**src/design/avlc_pkg.sv**
```systemverilog
package avlc_pkg;

   // ************************************************************
   // register map: printed offsets are word indices
   // ************************************************************
   localparam logic [5:0] AVLC_IDX_VOL = 6'h0F;
   localparam logic [5:0] AVLC_IDX_CTL1 = 6'h20;
   localparam logic [5:0] AVLC_IDX_CTL2 = 6'h21;
   localparam logic [5:0] AVLC_IDX_CTL3 = 6'h22;
   localparam logic [5:0] AVLC_IDX_PGA = 6'h2D;

   // field positions
   localparam int AVLC_VOL_LSB = 0;
   localparam int AVLC_MIN_LSB = 0;
   localparam int AVLC_MAX_LSB = 3;
   localparam int AVLC_EN_BIT = 8;
   localparam int AVLC_LVL_LSB = 0;
   localparam int AVLC_ATK_LSB = 0;
   localparam int AVLC_DCY_LSB = 4;
   localparam int AVLC_MODE_BIT = 8;
   localparam int AVLC_PGA_SW_LSB = 0;
   localparam int AVLC_PGA_RB_LSB = 8;

   // reset values
   localparam logic [7:0] AVLC_VOL_RST = 8'hFF;
   localparam logic AVLC_EN_RST = 1'h0;
   localparam logic [2:0] AVLC_MAX_RST = 3'h7;
   localparam logic [2:0] AVLC_MIN_RST = 3'h0;
   localparam logic [3:0] AVLC_LVL_RST = 4'hB;
   localparam logic AVLC_MODE_RST = 1'h0;
   localparam logic [3:0] AVLC_DCY_RST = 4'h3;
   localparam logic [3:0] AVLC_ATK_RST = 4'h2;
   localparam logic [5:0] AVLC_PGA_SW_RST = 6'h10;

   // pga code: 0.75 dB per step, code 0 is -12 dB
   localparam logic [5:0] AVLC_FLOOR_STEP = 6'h08;
   localparam logic [5:0] AVLC_CEIL_OFS = 6'h07;
   localparam logic [3:0] AVLC_LVL_TOP = 4'hE;
   localparam logic [3:0] AVLC_RATE_CAP = 4'hA;

   // step times in ns, and the clock period
   localparam int AVLC_CLK_NS = 10;
   localparam int AVLC_DCY_NORM_NS = 410000;
   localparam int AVLC_ATK_NORM_NS = 104000;
   localparam int AVLC_DCY_LIM_NS = 90800;
   localparam int AVLC_ATK_LIM_NS = 22700;
   localparam int AVLC_ATK_LIM_CYC = (AVLC_ATK_LIM_NS + AVLC_CLK_NS - 1) / AVLC_CLK_NS;

   // one audio sample with its strobe
   typedef struct packed {
      logic valid;
      logic signed [15:0] data;
   } avlc_sample_t;

   typedef struct packed {
      logic [7:0] vol;
      logic en;
      logic [2:0] gmax;
      logic [2:0] gmin;
      logic [3:0] lvl;
      logic mode;
      logic [3:0] dcy;
      logic [3:0] atk;
      logic [5:0] pga_sw;
   } avlc_regs_t;

   typedef struct packed {
      avlc_regs_t regs;
      logic [5:0] pga;
      logic [15:0] peak;
      logic [31:0] atk_cnt;
      logic [31:0] dcy_cnt;
      logic ack;
      logic [31:0] rdat;
      avlc_sample_t out;
   } avlc_state_t;

endpackage

```
**src/design/avlc_vol_scale.sv**
```systemverilog
`timescale 1ns/10ps
`default_nettype none

module avlc_vol_scale
   import avlc_pkg::*;
(
   input wire logic [7:0] code_i,           // digital gain code
   input wire logic signed [15:0] sample_i, // raw adc sample
   output logic signed [15:0] sample_o      // scaled sample
);

   logic [7:0] atten;
   logic [4:0] oct;
   logic [3:0] frac;
   logic [15:0] mant;
   logic signed [32:0] prod;
   logic signed [32:0] shifted;

   // ************************************************************
   // half-dB steps split into 6 dB octaves and a mantissa
   // ************************************************************
   // one octave is taken as a plain halving; 0.02 dB error per octave
   always_comb begin
      atten = 8'hFF - code_i;
      oct = 5'(atten / 8'd12);
      frac = 4'(atten % 8'd12);
      unique case (frac)
         4'h0: mant = 16'h8000;
         4'h1: mant = 16'h78D7;
         4'h2: mant = 16'h7215;
         4'h3: mant = 16'h6BB3;
         4'h4: mant = 16'h65AD;
         4'h5: mant = 16'h5FFD;
         4'h6: mant = 16'h5A9E;
         4'h7: mant = 16'h558C;
         4'h8: mant = 16'h50C3;
         4'h9: mant = 16'h4C3F;
         4'hA: mant = 16'h47FB;
         4'hB: mant = 16'h43F5;
         default: mant = 16'h0000;
      endcase
      prod = sample_i * $signed({1'b0, mant});
      shifted = prod >>> (6'd15 + 6'(oct));
      // code zero is a hard mute
      if (code_i == 8'h00) begin
         sample_o = 16'sh0000;
      end else begin
         sample_o = shifted[15:0]; // 0.5*(code-255) dB
      end
   end

endmodule

`default_nettype wire

```
**src/design/avlc_adc_gain.sv**
```systemverilog
// How it works
// - A gain code of zero mutes the recorded samples whatever comes in.
// - Codes 1 to 255 scale samples by 0.5 dB times (code - 255), -127 dB to 0 dB.
// - After reset the gain code is all ones, so samples pass at unity gain.
// - While enabled, a peak detector tracks input amplitude and compares it with the target.
// - Below the target, the pga gain steps up at the decay-rate pace.
// - Above the target, the pga gain steps down at the attack-rate pace.
// - The operating style picks normal level control or peak limiting.
// - Bit 8 of the first level register turns the controller on (1) or off (0).
// - The floor field in bits 2:0 sets the least gain, -12 dB plus 6 dB per code.
// - The ceiling field in bits 5:3 sets the most gain, -6.75 dB plus 6 dB per code.
// - The target field sets -22.5 dBFS plus 1.5 dB per code, codes 14 and 15 both -1.5 dBFS.
//
// The implementer's own choice: the Wishbone slave port.
`timescale 1ns/10ps
`default_nettype none

module avlc_adc_gain
   import avlc_pkg::*;
#(
   parameter int unsigned DCY_NORM_CYC = (AVLC_DCY_NORM_NS + AVLC_CLK_NS - 1) / AVLC_CLK_NS,
   parameter int unsigned ATK_NORM_CYC = (AVLC_ATK_NORM_NS + AVLC_CLK_NS - 1) / AVLC_CLK_NS,
   parameter int unsigned DCY_LIM_CYC = (AVLC_DCY_LIM_NS + AVLC_CLK_NS - 1) / AVLC_CLK_NS
)
(
   input wire logic clk_i,                 // 100 MHz clock
   input wire logic rst_i,                 // sync reset, high
   input wire logic wb_cyc_i,              // bus cycle
   input wire logic wb_stb_i,              // bus strobe
   input wire logic wb_we_i,               // write enable
   input wire logic [7:0] wb_adr_i,        // byte address
   input wire logic [3:0] wb_sel_i,        // byte lanes
   input wire logic [31:0] wb_dat_i,       // write data
   output logic [31:0] wb_dat_o,           // read data
   output logic wb_ack_o,                  // bus acknowledge
   input wire avlc_sample_t adc_sample_i,  // samples from adc
   output avlc_sample_t rec_sample_o,      // samples to record path
   output logic [5:0] pga_gain_o           // pga gain code
);

   avlc_state_t s_q;
   avlc_state_t s_d;

   logic signed [15:0] scaled;
   logic [5:0] idx;
   logic req;
   logic [15:0] mag;
   logic [15:0] thr;
   logic [5:0] floor_code;
   logic [5:0] ceil_code;
   logic [5:0] up_lim;
   logic [3:0] dcy_rate;
   logic [3:0] atk_rate;
   logic [31:0] dcy_per;
   logic [31:0] atk_per;
   logic dcy_tick;
   logic atk_tick;
   logic [15:0] peak_now;

   // level controller decisions
   logic out_high; // gain above the ceiling
   logic out_low; // gain below the floor
   logic too_loud; // attack step due
   logic quiet_step; // decay step allowed
   logic [5:0] pga_dn; // one code down
   logic [5:0] pga_up; // one code up

   // ************************************************************
   // target level lookup
   // ************************************************************
   // full scale is 32768; entries are 10^(dBFS/20) of it
   function automatic logic [15:0] lvl_thr(input logic [3:0] code);
      logic [3:0] c;
      c = (code > AVLC_LVL_TOP) ? AVLC_LVL_TOP : code; // 14 and 15 alike
      unique case (c)
         4'h0: lvl_thr = 16'h0999;
         4'h1: lvl_thr = 16'h0B68;
         4'h2: lvl_thr = 16'h0D8F;
         4'h3: lvl_thr = 16'h101D;
         4'h4: lvl_thr = 16'h1327;
         4'h5: lvl_thr = 16'h16C3;
         4'h6: lvl_thr = 16'h1B0D;
         4'h7: lvl_thr = 16'h2027;
         4'h8: lvl_thr = 16'h2637;
         4'h9: lvl_thr = 16'h2D6B;
         4'hA: lvl_thr = 16'h35FA;
         4'hB: lvl_thr = 16'h4027;
         4'hC: lvl_thr = 16'h4C3F;
         4'hD: lvl_thr = 16'h5A9E;
         default: lvl_thr = 16'h6BB3;
      endcase
   endfunction

   // ************************************************************
   // digital volume stage
   // ************************************************************
   // combinational; its result is registered with the sample strobe
   avlc_vol_scale u_scale (
      .code_i(s_q.regs.vol),
      .sample_i(adc_sample_i.data),
      .sample_o(scaled)
   );

   // ************************************************************
   // level controller helpers
   // ************************************************************
   // limits and pace derived from the control fields
   always_comb begin
      floor_code = AVLC_FLOOR_STEP * {3'h0, s_q.regs.gmin};
      ceil_code = AVLC_FLOOR_STEP * {3'h0, s_q.regs.gmax} + AVLC_CEIL_OFS;
      // the limiter only gives back gain up to the software setting
      if (s_q.regs.mode && (s_q.regs.pga_sw < ceil_code)) begin
         up_lim = s_q.regs.pga_sw;
      end else begin
         up_lim = ceil_code;
      end
      // codes above ten keep the slowest pace
      dcy_rate = (s_q.regs.dcy > AVLC_RATE_CAP) ? AVLC_RATE_CAP : s_q.regs.dcy;
      atk_rate = (s_q.regs.atk > AVLC_RATE_CAP) ? AVLC_RATE_CAP : s_q.regs.atk;
      // each code doubles the step time
      if (s_q.regs.mode) begin
         dcy_per = DCY_LIM_CYC << dcy_rate;
         atk_per = AVLC_ATK_LIM_CYC << atk_rate;
      end else begin
         dcy_per = DCY_NORM_CYC << dcy_rate;
         atk_per = ATK_NORM_CYC << atk_rate;
      end
      thr = lvl_thr(s_q.regs.lvl);
   end

   // absolute value of the incoming sample, saturating -32768
   always_comb begin
      if (adc_sample_i.data[15]) begin
         mag = 16'(-adc_sample_i.data);
         // negating -32768 gives -32768 again
         if (mag[15]) begin
            mag = 16'h7FFF;
         end
      end else begin
         mag = adc_sample_i.data;
      end
   end

   // peak including the sample in this cycle
   always_comb begin
      if (adc_sample_i.valid && (mag > s_q.peak)) begin
         peak_now = mag;
      end else begin
         peak_now = s_q.peak;
      end
   end

   // pace pulses: one-cycle enables off the main clock, no second clock domain
   assign dcy_tick = (s_q.dcy_cnt + 32'h1) >= dcy_per;
   assign atk_tick = (s_q.atk_cnt + 32'h1) >= atk_per;

   // ************************************************************
   // level controller decisions
   // ************************************************************
   // a window that held a loud peak never earns a decay step
   always_comb begin
      out_high = s_q.pga > ceil_code;
      out_low = s_q.pga < floor_code;
      too_loud = atk_tick && (peak_now > thr);
      quiet_step = dcy_tick && (peak_now < thr) && (s_q.pga < up_lim);
      pga_dn = s_q.pga - 6'h01;
      pga_up = s_q.pga + 6'h01;
   end

   // ************************************************************
   // bus decode
   // ************************************************************
   // ack still high blocks a second take of a request held one cycle on
   assign idx = wb_adr_i[7:2];
   assign req = wb_cyc_i && wb_stb_i && !s_q.ack;

   // ************************************************************
   // next state
   // ************************************************************
   always_comb begin
      s_d = s_q;
      s_d.ack = req; // one-cycle answer, dropped the cycle after
      s_d.rdat = 32'h0000_0000;

      // ************************************************************
      // register writes
      // ************************************************************
      // register writes take place on the acknowledging edge
      if (req && wb_we_i) begin
         unique case (idx)
            AVLC_IDX_VOL: begin
               if (wb_sel_i[0]) begin
                  s_d.regs.vol = wb_dat_i[AVLC_VOL_LSB +: 8];
               end
            end
            AVLC_IDX_CTL1: begin
               if (wb_sel_i[0]) begin
                  s_d.regs.gmin = wb_dat_i[AVLC_MIN_LSB +: 3];
                  s_d.regs.gmax = wb_dat_i[AVLC_MAX_LSB +: 3];
               end
               if (wb_sel_i[1]) begin
                  s_d.regs.en = wb_dat_i[AVLC_EN_BIT];
               end
            end
            AVLC_IDX_CTL2: begin
               if (wb_sel_i[0]) begin
                  s_d.regs.lvl = wb_dat_i[AVLC_LVL_LSB +: 4];
               end
            end
            AVLC_IDX_CTL3: begin
               if (wb_sel_i[0]) begin
                  s_d.regs.atk = wb_dat_i[AVLC_ATK_LSB +: 4];
                  s_d.regs.dcy = wb_dat_i[AVLC_DCY_LSB +: 4];
               end
               if (wb_sel_i[1]) begin
                  s_d.regs.mode = wb_dat_i[AVLC_MODE_BIT];
               end
            end
            AVLC_IDX_PGA: begin
               if (wb_sel_i[0]) begin
                  s_d.regs.pga_sw = wb_dat_i[AVLC_PGA_SW_LSB +: 6];
               end
            end
            default: begin
               // unmapped: acknowledged, nothing stored
            end
         endcase
      end

      // ************************************************************
      // register reads
      // ************************************************************
      // read data, reserved bits zero, unmapped reads zero
      if (req && !wb_we_i) begin
         unique case (idx)
            AVLC_IDX_VOL: begin
               s_d.rdat[AVLC_VOL_LSB +: 8] = s_q.regs.vol;
            end
            AVLC_IDX_CTL1: begin
               s_d.rdat[AVLC_MIN_LSB +: 3] = s_q.regs.gmin;
               s_d.rdat[AVLC_MAX_LSB +: 3] = s_q.regs.gmax;
               s_d.rdat[AVLC_EN_BIT] = s_q.regs.en;
            end
            AVLC_IDX_CTL2: begin
               s_d.rdat[AVLC_LVL_LSB +: 4] = s_q.regs.lvl;
            end
            AVLC_IDX_CTL3: begin
               s_d.rdat[AVLC_ATK_LSB +: 4] = s_q.regs.atk;
               s_d.rdat[AVLC_DCY_LSB +: 4] = s_q.regs.dcy;
               s_d.rdat[AVLC_MODE_BIT] = s_q.regs.mode;
            end
            AVLC_IDX_PGA: begin
               // live gain readback shows what the controller chose
               s_d.rdat[AVLC_PGA_SW_LSB +: 6] = s_q.regs.pga_sw;
               s_d.rdat[AVLC_PGA_RB_LSB +: 6] = s_q.pga;
            end
            default: begin
               s_d.rdat = 32'h0000_0000;
            end
         endcase
      end

      // ************************************************************
      // sample path
      // ************************************************************
      // volume stage output, one cycle behind the input
      s_d.out.valid = adc_sample_i.valid;
      if (adc_sample_i.valid) begin
         s_d.out.data = scaled;
      end

      // ************************************************************
      // level controller
      // ************************************************************
      // one step per cycle at most while enabled, so the gain never jumps
      if (!s_q.regs.en) begin
         // software owns the gain; timers and detector idle
         s_d.pga = s_q.regs.pga_sw;
         s_d.peak = 16'h0000;
         s_d.atk_cnt = 32'h0000_0000;
         s_d.dcy_cnt = 32'h0000_0000;
      end else begin
         s_d.peak = peak_now;
         s_d.atk_cnt = atk_tick ? 32'h0000_0000 : s_q.atk_cnt + 32'h1;
         s_d.dcy_cnt = dcy_tick ? 32'h0000_0000 : s_q.dcy_cnt + 32'h1;
         // a floor above the ceiling makes the gain hunt between the ceiling and one code above it
         if (out_high) begin
            // limits moved under us: pull back in one step per cycle
            s_d.pga = pga_dn;
         end else if (out_low) begin
            s_d.pga = pga_up;
         end else if (too_loud) begin
            // too loud: back off, then start a fresh peak window
            if (s_q.pga > floor_code) begin
               s_d.pga = pga_dn;
            end
            s_d.peak = 16'h0000;
            s_d.dcy_cnt = 32'h0000_0000;
         end else if (dcy_tick) begin
            // quiet over a whole decay period: give back one step
            if (quiet_step) begin
               s_d.pga = pga_up;
            end
            s_d.peak = 16'h0000;
         end
      end

      // ************************************************************
      // reset values
      // ************************************************************
      // synchronous reset overrides every update above
      if (rst_i) begin
         s_d.regs.vol = AVLC_VOL_RST;
         s_d.regs.en = AVLC_EN_RST;
         s_d.regs.gmax = AVLC_MAX_RST;
         s_d.regs.gmin = AVLC_MIN_RST;
         s_d.regs.lvl = AVLC_LVL_RST;
         s_d.regs.mode = AVLC_MODE_RST;
         s_d.regs.dcy = AVLC_DCY_RST;
         s_d.regs.atk = AVLC_ATK_RST;
         s_d.regs.pga_sw = AVLC_PGA_SW_RST;
         s_d.pga = AVLC_PGA_SW_RST;
         s_d.peak = 16'h0000;
         s_d.atk_cnt = 32'h0000_0000;
         s_d.dcy_cnt = 32'h0000_0000;
         s_d.ack = 1'b0;
         s_d.rdat = 32'h0000_0000;
         s_d.out = '0;
      end
   end

   // ************************************************************
   // state register
   // ************************************************************
   // reset lives in the next-state logic, so this is one plain register
   always_ff @(posedge clk_i) begin
      s_q <= s_d;
   end

   // outputs straight from flip-flops
   assign wb_ack_o = s_q.ack;
   assign wb_dat_o = s_q.rdat;
   assign rec_sample_o = s_q.out;
   assign pga_gain_o = s_q.pga;

endmodule

`default_nettype wire

```
**config.mk**
```make
export PLATFORM = sky130hd
export DESIGN_NAME = avlc_adc_gain
export DESIGN_NICKNAME = d
export VERILOG_FILES = /design/src/design/avlc_pkg.sv /design/src/design/avlc_vol_scale.sv /design/src/design/avlc_adc_gain.sv
export SDC_FILE = /design/constraint.sdc
export NUM_CORES = 1
export LEC_CHECK = 0
export BUFFER_PORTS_ARGS = -buffer_cell sky130_fd_sc_hd__buf_2
export CORE_MARGIN = 2
export CORE_UTILIZATION = 55
export CTS_CLUSTER_SIZE = 25
export DETAILED_ROUTE_END_ITERATION = 6
export PLACE_DENSITY_LB_ADDON = 0.3
export RECOVER_POWER = 50
export SLEW_MARGIN = 20
export SYNTH_ARGS = -nofsm -noshare
export SYNTH_HDL_FRONTEND = slang
export SYNTH_SLANG_ARGS = --single-unit
export TNS_END_PERCENT = 20
```
**constraint.sdc**
```tcl
create_clock -name clk_i -period 18.8 [get_ports clk_i]
set_clock_uncertainty 0.2 [all_clocks]
set_input_delay 0.94 -clock clk_i [delete_from_list [all_inputs] [get_ports clk_i]]
set_output_delay 0.94 -clock clk_i [all_outputs]
set_load 0.01 [all_outputs]
```
Yosys cells after proc, flatten, opt, wreduce, memory -nomap -nowiden
Memory sizes are Yosys's and may differ from the RTL's.
Index checks and enable logic that the tools add are counted.
{ "totals": {"register_bits": 170, "rom_bits": 496, "in_bits": 66, "out_inout_bits": 56, "elab_cells": 113, "mem_count": 2} }
{ "mem_list": {"columns": ["name", "words", "width", "rd", "rd_clocked_by_memory_dff", "wr", "line", "text"], "rows": [
  ["(no name shown)", 16, 16, 1, 0, 0, "avlc_vol_scale.sv:27", "unique case (frac)"],
  ["(no name shown)", 16, 15, 1, 0, 0, "avlc_adc_gain.sv:75", "unique case (c)"]
]} }
{ "classes": {"addsub": 8, "mul": 1, "n_div": 2, "magnitude_cmp": 13, "n_eq_ne": 8, "shifts": 5, "mux": 28, "n_bitwise": 3, "reduce_logical": 24} }
{ "ops": {"columns": ["operator", "count"], "rows": [
  ["32-bit 2-to-1 mux", 7],
  ["86-bit 2-to-1 mux", 1],
  ["32-bit by 1-bit adder with 32-bit output, second input constant", 2],
  ["32-bit greater-or-equal comparator", 2],
  ["16-bit 2-to-1 mux", 4],
  ["14-bit by 4-bit left shift with 32-bit output, first input constant", 2],
  ["22-bit 2-to-1 mux", 2],
  ["16-bit by 17-bit multiplier with 33-bit output", 1],
  ["33-bit by 6-bit >>> shifter with 16-bit output", 1],
  ["16-bit greater-than comparator", 2],
  ["12-bit by 4-bit left shift with 32-bit output, first input constant", 1],
  ["16-bit by 4-bit left shift with 32-bit output, first input constant", 1],
  ["15-bit 2-to-1 mux", 2],
  ["6-bit 2-to-1 mux", 5],
  ["6-bit == test, second input constant", 4],
  ["3-bit AND reduction", 8],
  ["4-bit case mux with 5 select lines", 1],
  ["6-bit < comparator", 3],
  ["16-bit < comparator", 1],
  ["16-bit negator", 1],
  ["4-bit greater-than comparator, second input constant", 3],
  ["6-bit greater-than comparator", 2],
  ["4-bit 2-to-1 mux", 3],
  ["5-bit by 1-bit inequality test with 1-bit output, second input constant", 2],
  ["other kinds (18)", 31]
]} }

Depth between registers and ports, before layout
{ "logic_depth": {"depth_word": 15, "mapped_depth": 38, "ltp_nobuf": 33} }

Hierarchy
Synthesis repeated with hierarchy kept, for this count alone.
{ "hier_totals": {"cells_unflattened": 2896, "hier_area_um2": 22982.0} }
{ "modules_own_cells": {"columns": ["module", "instances", "cells_each", "area_per_inst_um2"], "rows": [
  ["avlc_vol_scale", 1, 1525, 12149.2],
  ["avlc_adc_gain", 1, 1371, 10832.9]
]} }

Worst setup path after synthesis
OpenSTA, ideal clock, no wires.
{ "synth_timing": {"path_type": "reg2reg", "startpoint": "register s_q[167] (netlist name)", "endpoint": "register s_q (netlist bit rec_sample_o[3])", "setup_ns": 0.086, "arrival_time_ns": 8.537, "required_ns": 18.514, "path_slack_ns": 9.977, "stages_incl_launch_ff": 37, "path_buffers": 5, "synth_period_minus_slack_ns": 8.823, "path_cell_list": "dfxtp_1 -> buf_2 -> nand2b_1 -> or4b_2 -> o21ai_0 -> nand2_1 -> o21ai_0 -> or3_1 -> clkbuf_1 -> nor3_1 -> nor3_1 -> buf_2 -> nand2_1 -> fa_1 -> inv_1 -> fa_1 -> inv_1 -> fa_1 -> inv_1 -> fa_1 -> fa_1 -> inv_1 -> fa_1 -> inv_1 -> ha_1 -> buf_4 -> nand2_1 -> o221ai_1 -> a32oi_2 -> a2111oi_4 -> nor3_2 -> or3_1 -> buf_6 -> a211o_1 -> o31ai_2 -> a22oi_1 -> a221oi_2"} }
{ "synth_via": {"elab_chain_cells": 6, "elab_cells_between_ends": 9} }
{ "synth_rtl": {"columns": ["element", "line", "text"], "rows": [
  ["start, declared", "avlc_adc_gain.sv:41", "avlc_state_t s_q;"],
  ["start signal, assigned", "avlc_adc_gain.sv:337", "s_q <= s_d;"],
  ["8-bit subtractor", "avlc_vol_scale.sv:24", "atten = 8'hFF - code_i;"],
  ["8-bit by 4-bit modulo with 8-bit output", "avlc_vol_scale.sv:26", "frac = 4'(atten % 8'd12);"],
  ["memory read 16 x 16 bit", null, null],
  ["16-bit by 17-bit multiplier with 33-bit output", "avlc_vol_scale.sv:42", "prod = sample_i * $signed({1'b0, mant});"],
  ["33-bit by 6-bit >>> shifter with 16-bit output", "avlc_vol_scale.sv:43", "shifted = prod >>> (6'd15 + 6'(oct));"],
  ["16-bit 2-to-1 mux (*)", "avlc_vol_scale.sv:45", "if (code_i == 8'h00) begin"]
]} }
Every way passes the cells marked *; elsewhere a longest branch is shown, timed or not.
A chain may end at the register's enable or synchronous reset.

Worst setup path after layout
{ "layout_timing": {"startpoint": "register s_q[168] (netlist name)", "endpoint": "register s_q (netlist bit rec_sample_o[2])"} }
Same word-level chain as after synthesis.

==> results.cfg <==
[outcome]
status = finished, violations left
violations = design-rule violations, max-capacitance violations, max-slew violations

[global_route]
grt-ovfl-total = 0
grtUsageTotal = 0.275
antenna_found_initial = 0
grt_max_degree = 41
grt_pass1_vias = 20212
grt_pass1_wl_mm = 98.9

[floorplan]
chipHeight_um = 209
io_pins = 122
start_util = 0.553
rows = 75
dieArea_um2 = 43600
fp.coreArea_um2 = 41700
die_width_um = 209

[synthesis]
synth_compound_area_frac = 0.160
synth_cells = 2889
ys_dominant_reg_cell = dfxtp_1
syn_area_um2 = 23100
synth_edf_count = 0
synth_xor_area_frac = 0.0342
synthAdderAreaFrac = 0.299
synth-simple-area-share = 0.216
synthMuxAreaShare = 0.0531
synth_cell_types = 98
synth_top_family_by_area = adder cells
ys_ff_latch = 152
synth_seq_area_share = 0.132
async_reset_ff_frac = 0
syn_avg_cell_area_um2 = 7.98
ys_warn_count = 0

[placed_design]
gp_congestion = 0.952
io_buffers = 76
place_inst = 3339
hpwl_mm = 45.7
pre_cts_ws_ps = 7940

[sta]
layout_min_cycle_time_ps = 11210
slew-limit-headroom = -0.460
timing.hold.ws_ps = 258
finalCritPeriodShare = 0.596
hold_viol = 0
drv_slew = 41
grt_setup_unrepaired = false
fin_setup_tns_ps = 0
setup_violations = 0
timing.fmax_mhz = 89.2
setup_slack_ps = 7590
worst_slew_pin_slew_ps = 2190

[clock_network]
cts_resized = 0
cts_tree = yes
clock-sinks = 152
post_cts_buffers = 0
htree_num_levels = 4
cts_buffers = 17
cts_hold_buf = 0
clk_latency_ps = 450
clock_path_buffers = 2
clk_root_buffer_cell = clkbuf_16
clkTransAtPathRegs_ps = 70

[detailed_routing]
wirelength_mm = 59.2
ant_nets = 0
wl_met2_mm = 29.5
wl_per_cell_um = 17.6
route.vias.total = 20151
dr.pass1.iters = 7
drt-met1-wl_mm = 24.7
highest_layer = met4
drt-vias-per-instance = 5.98
wl_met3_mm = 3.23
drt_iter0_markers = 1447
drc = 12

[pwr]
p_sw_uw = 339
power.leakage_uw = 0.0112
power-per-cell-area_nw_per_um2 = 42.3
p_int_uw = 671
combinationalPowerShare = 0.310
p_clk_frac = 0.362
power.share.switching = 0.335
pwr-share-seq = 0.328
irDropWorstVdd_mv = 0.0664

[critical_path]
reg2reg_depth = 30
critPathLaunch = s_q[168]
critPathSlowestCell = nor3_1
critPathKind = flip-flop to flip-flop
reg2reg_from = s_q[168]
rr_endpoint = rec_sample_o[2]
reg2reg_setup_slack_ps = 7590
crit_path_start_kind = flip-flop
critPathMostFrequentCell = fa_1
max_stage_delay_ps = 990
worst-path-max-fanout = 19
worstPathArrival_ps = 11230
crit_required_ps = 18820
cp-end-kind = flip-flop

[job]
cap_violations = 1

[worst_hold_path]
whs_path_depth = 1
whs_endpoint = s_q[50]
hold_start = s_q[50]
hold_class = flip-flop to flip-flop

[layout]
drive_above_1_share = 0.0597
stdcell_count = 3371
area.growth.synth_to_final_pct = 3.68
layout_common_cells = inv_1 (351), nand2_1 (328), ha_1 (241)
diodes = 0
nets = 3320
layout_commonest_cell = inv_1
## flip-flops by register name (all words and copies together), names as in the netlist
register      cells
wb_ack_o          1
wb_dat_o         14
pga_gain_o        6
s_q             114
rec_sample_o     17
## cell usage after synthesis, drive strengths merged (6+ instances only)
cell | n | area (µm²)
o311ai | 8 | 70.1
o21ai | 99 | 499
a31oi | 15 | 93.8
nand3b | 10 | 75.1
and2 | 113 | 707
nor2 | 204 | 766
nand2b | 22 | 138
ha | 241 | 3020
nand4 | 33 | 228
nor3 | 49 | 255
a21o | 39 | 293
nor2b | 74 | 463
or2 | 8 | 50.1
mux2 | 27 | 304
a221oi | 18 | 176
or4 | 10 | 75.1
fa | 194 | 3880
o21a | 24 | 180
nand2 | 328 | 1230
mux2i | 65 | 651
a2111oi | 9 | 104
o22ai | 12 | 75.1
nand3 | 43 | 215
o21bai | 7 | 52.6
inv | 352 | 1320
or3 | 18 | 113
nor3b | 8 | 60.1
o211ai | 29 | 218
a32oi | 6 | 60.1
nor4 | 15 | 121
a22oi | 22 | 179
o221ai | 6 | 52.6
a211o | 12 | 105
buf | 88 | 616
and4 | 8 | 70.1
o31ai | 14 | 110
a211oi | 34 | 255
xnor2 | 53 | 464
mux4 | 12 | 270
dfxtp | 152 | 3040
xor2 | 37 | 324
a21oi | 119 | 622
and3 | 54 | 338
clkbuf | 130 | 490
## critical path: cells and delay by family, from the launching register on
kind | cells | cell delay (ps)
adder cells (fa/ha/maj) | 7 | 3580
AND/OR/NAND/NOR | 9 | 3450
AO/OA/AOI/OAI | 7 | 2260
flip-flops | 1 | 720
buffers and inverters | 6 | 630
multiplexers | 1 | 120
## logic make-up (layout without fill, tap and decap cells)
| logic type | count (synthesis) | after routing |
|---|---|---|
| simple gates | 1004 | 1004 |
| compound gates | 530 | 530 |
| xor+xnor | 90 | 90 |
| flops | 152 | 152 |
| buf+inv | 572 | 486 |
| mux | 104 | 104 |
| other cells | 2 | 31 |
| fa+ha+maj | 435 | 435 |
## power groups by stage
stage | registers, µW | clock network, µW | logic [µW]
floorplan | 338 | 0 | 236
finish | 332 | 366 | 313
detailed placement | 339 | 0 | 307
global placement | 338 | 0 | 303
CTS | 332 | 371 | 310
global route | 332 | 383 | 345
## routing by layer
layer,GRT usage,up-vias
met5,0,-
met4,0.102,0
met3,0.0305,113
met2,0.487,684
met1,0.344,9800
li1,-,9554
## cell type report
cell class / instances / area, µm²
Clock buffer: 21 / 450
Clock inverter: 11 / 171
Fill cell: 3841 / 17800
Inverter: 354 / 1330
Multi-Input combinational cell: 2194 / 17700
Sequential cell: 152 / 3040
Tap cell: 539 / 674
Timing Repair Buffer: 100 / 504
## how the worst max path moves through the flow
| stage | end | cells after the start |
|---|---|---|
| after floorplan | rec_sample_o[3] | 36 |
| after global placement | rec_sample_o[2] | 30 |
| after detailed placement | rec_sample_o[8] | 28 |
| after CTS | rec_sample_o[8] | 31 |
| after global routing | rec_sample_o[8] | 28 |
| final | rec_sample_o[2] | 30 |
## stage by stage
stage	util	total power, µW	instance area [µm²]
after detailed placement	0.560	645	23300
after floorplan	-	574	23200
after global routing	0.574	1060	23900
final	0.574	1010	23900
after global placement	0.560	641	23300
after CTS	0.575	1010	23900
No activity file was read; power rests on OpenSTA's default activity.
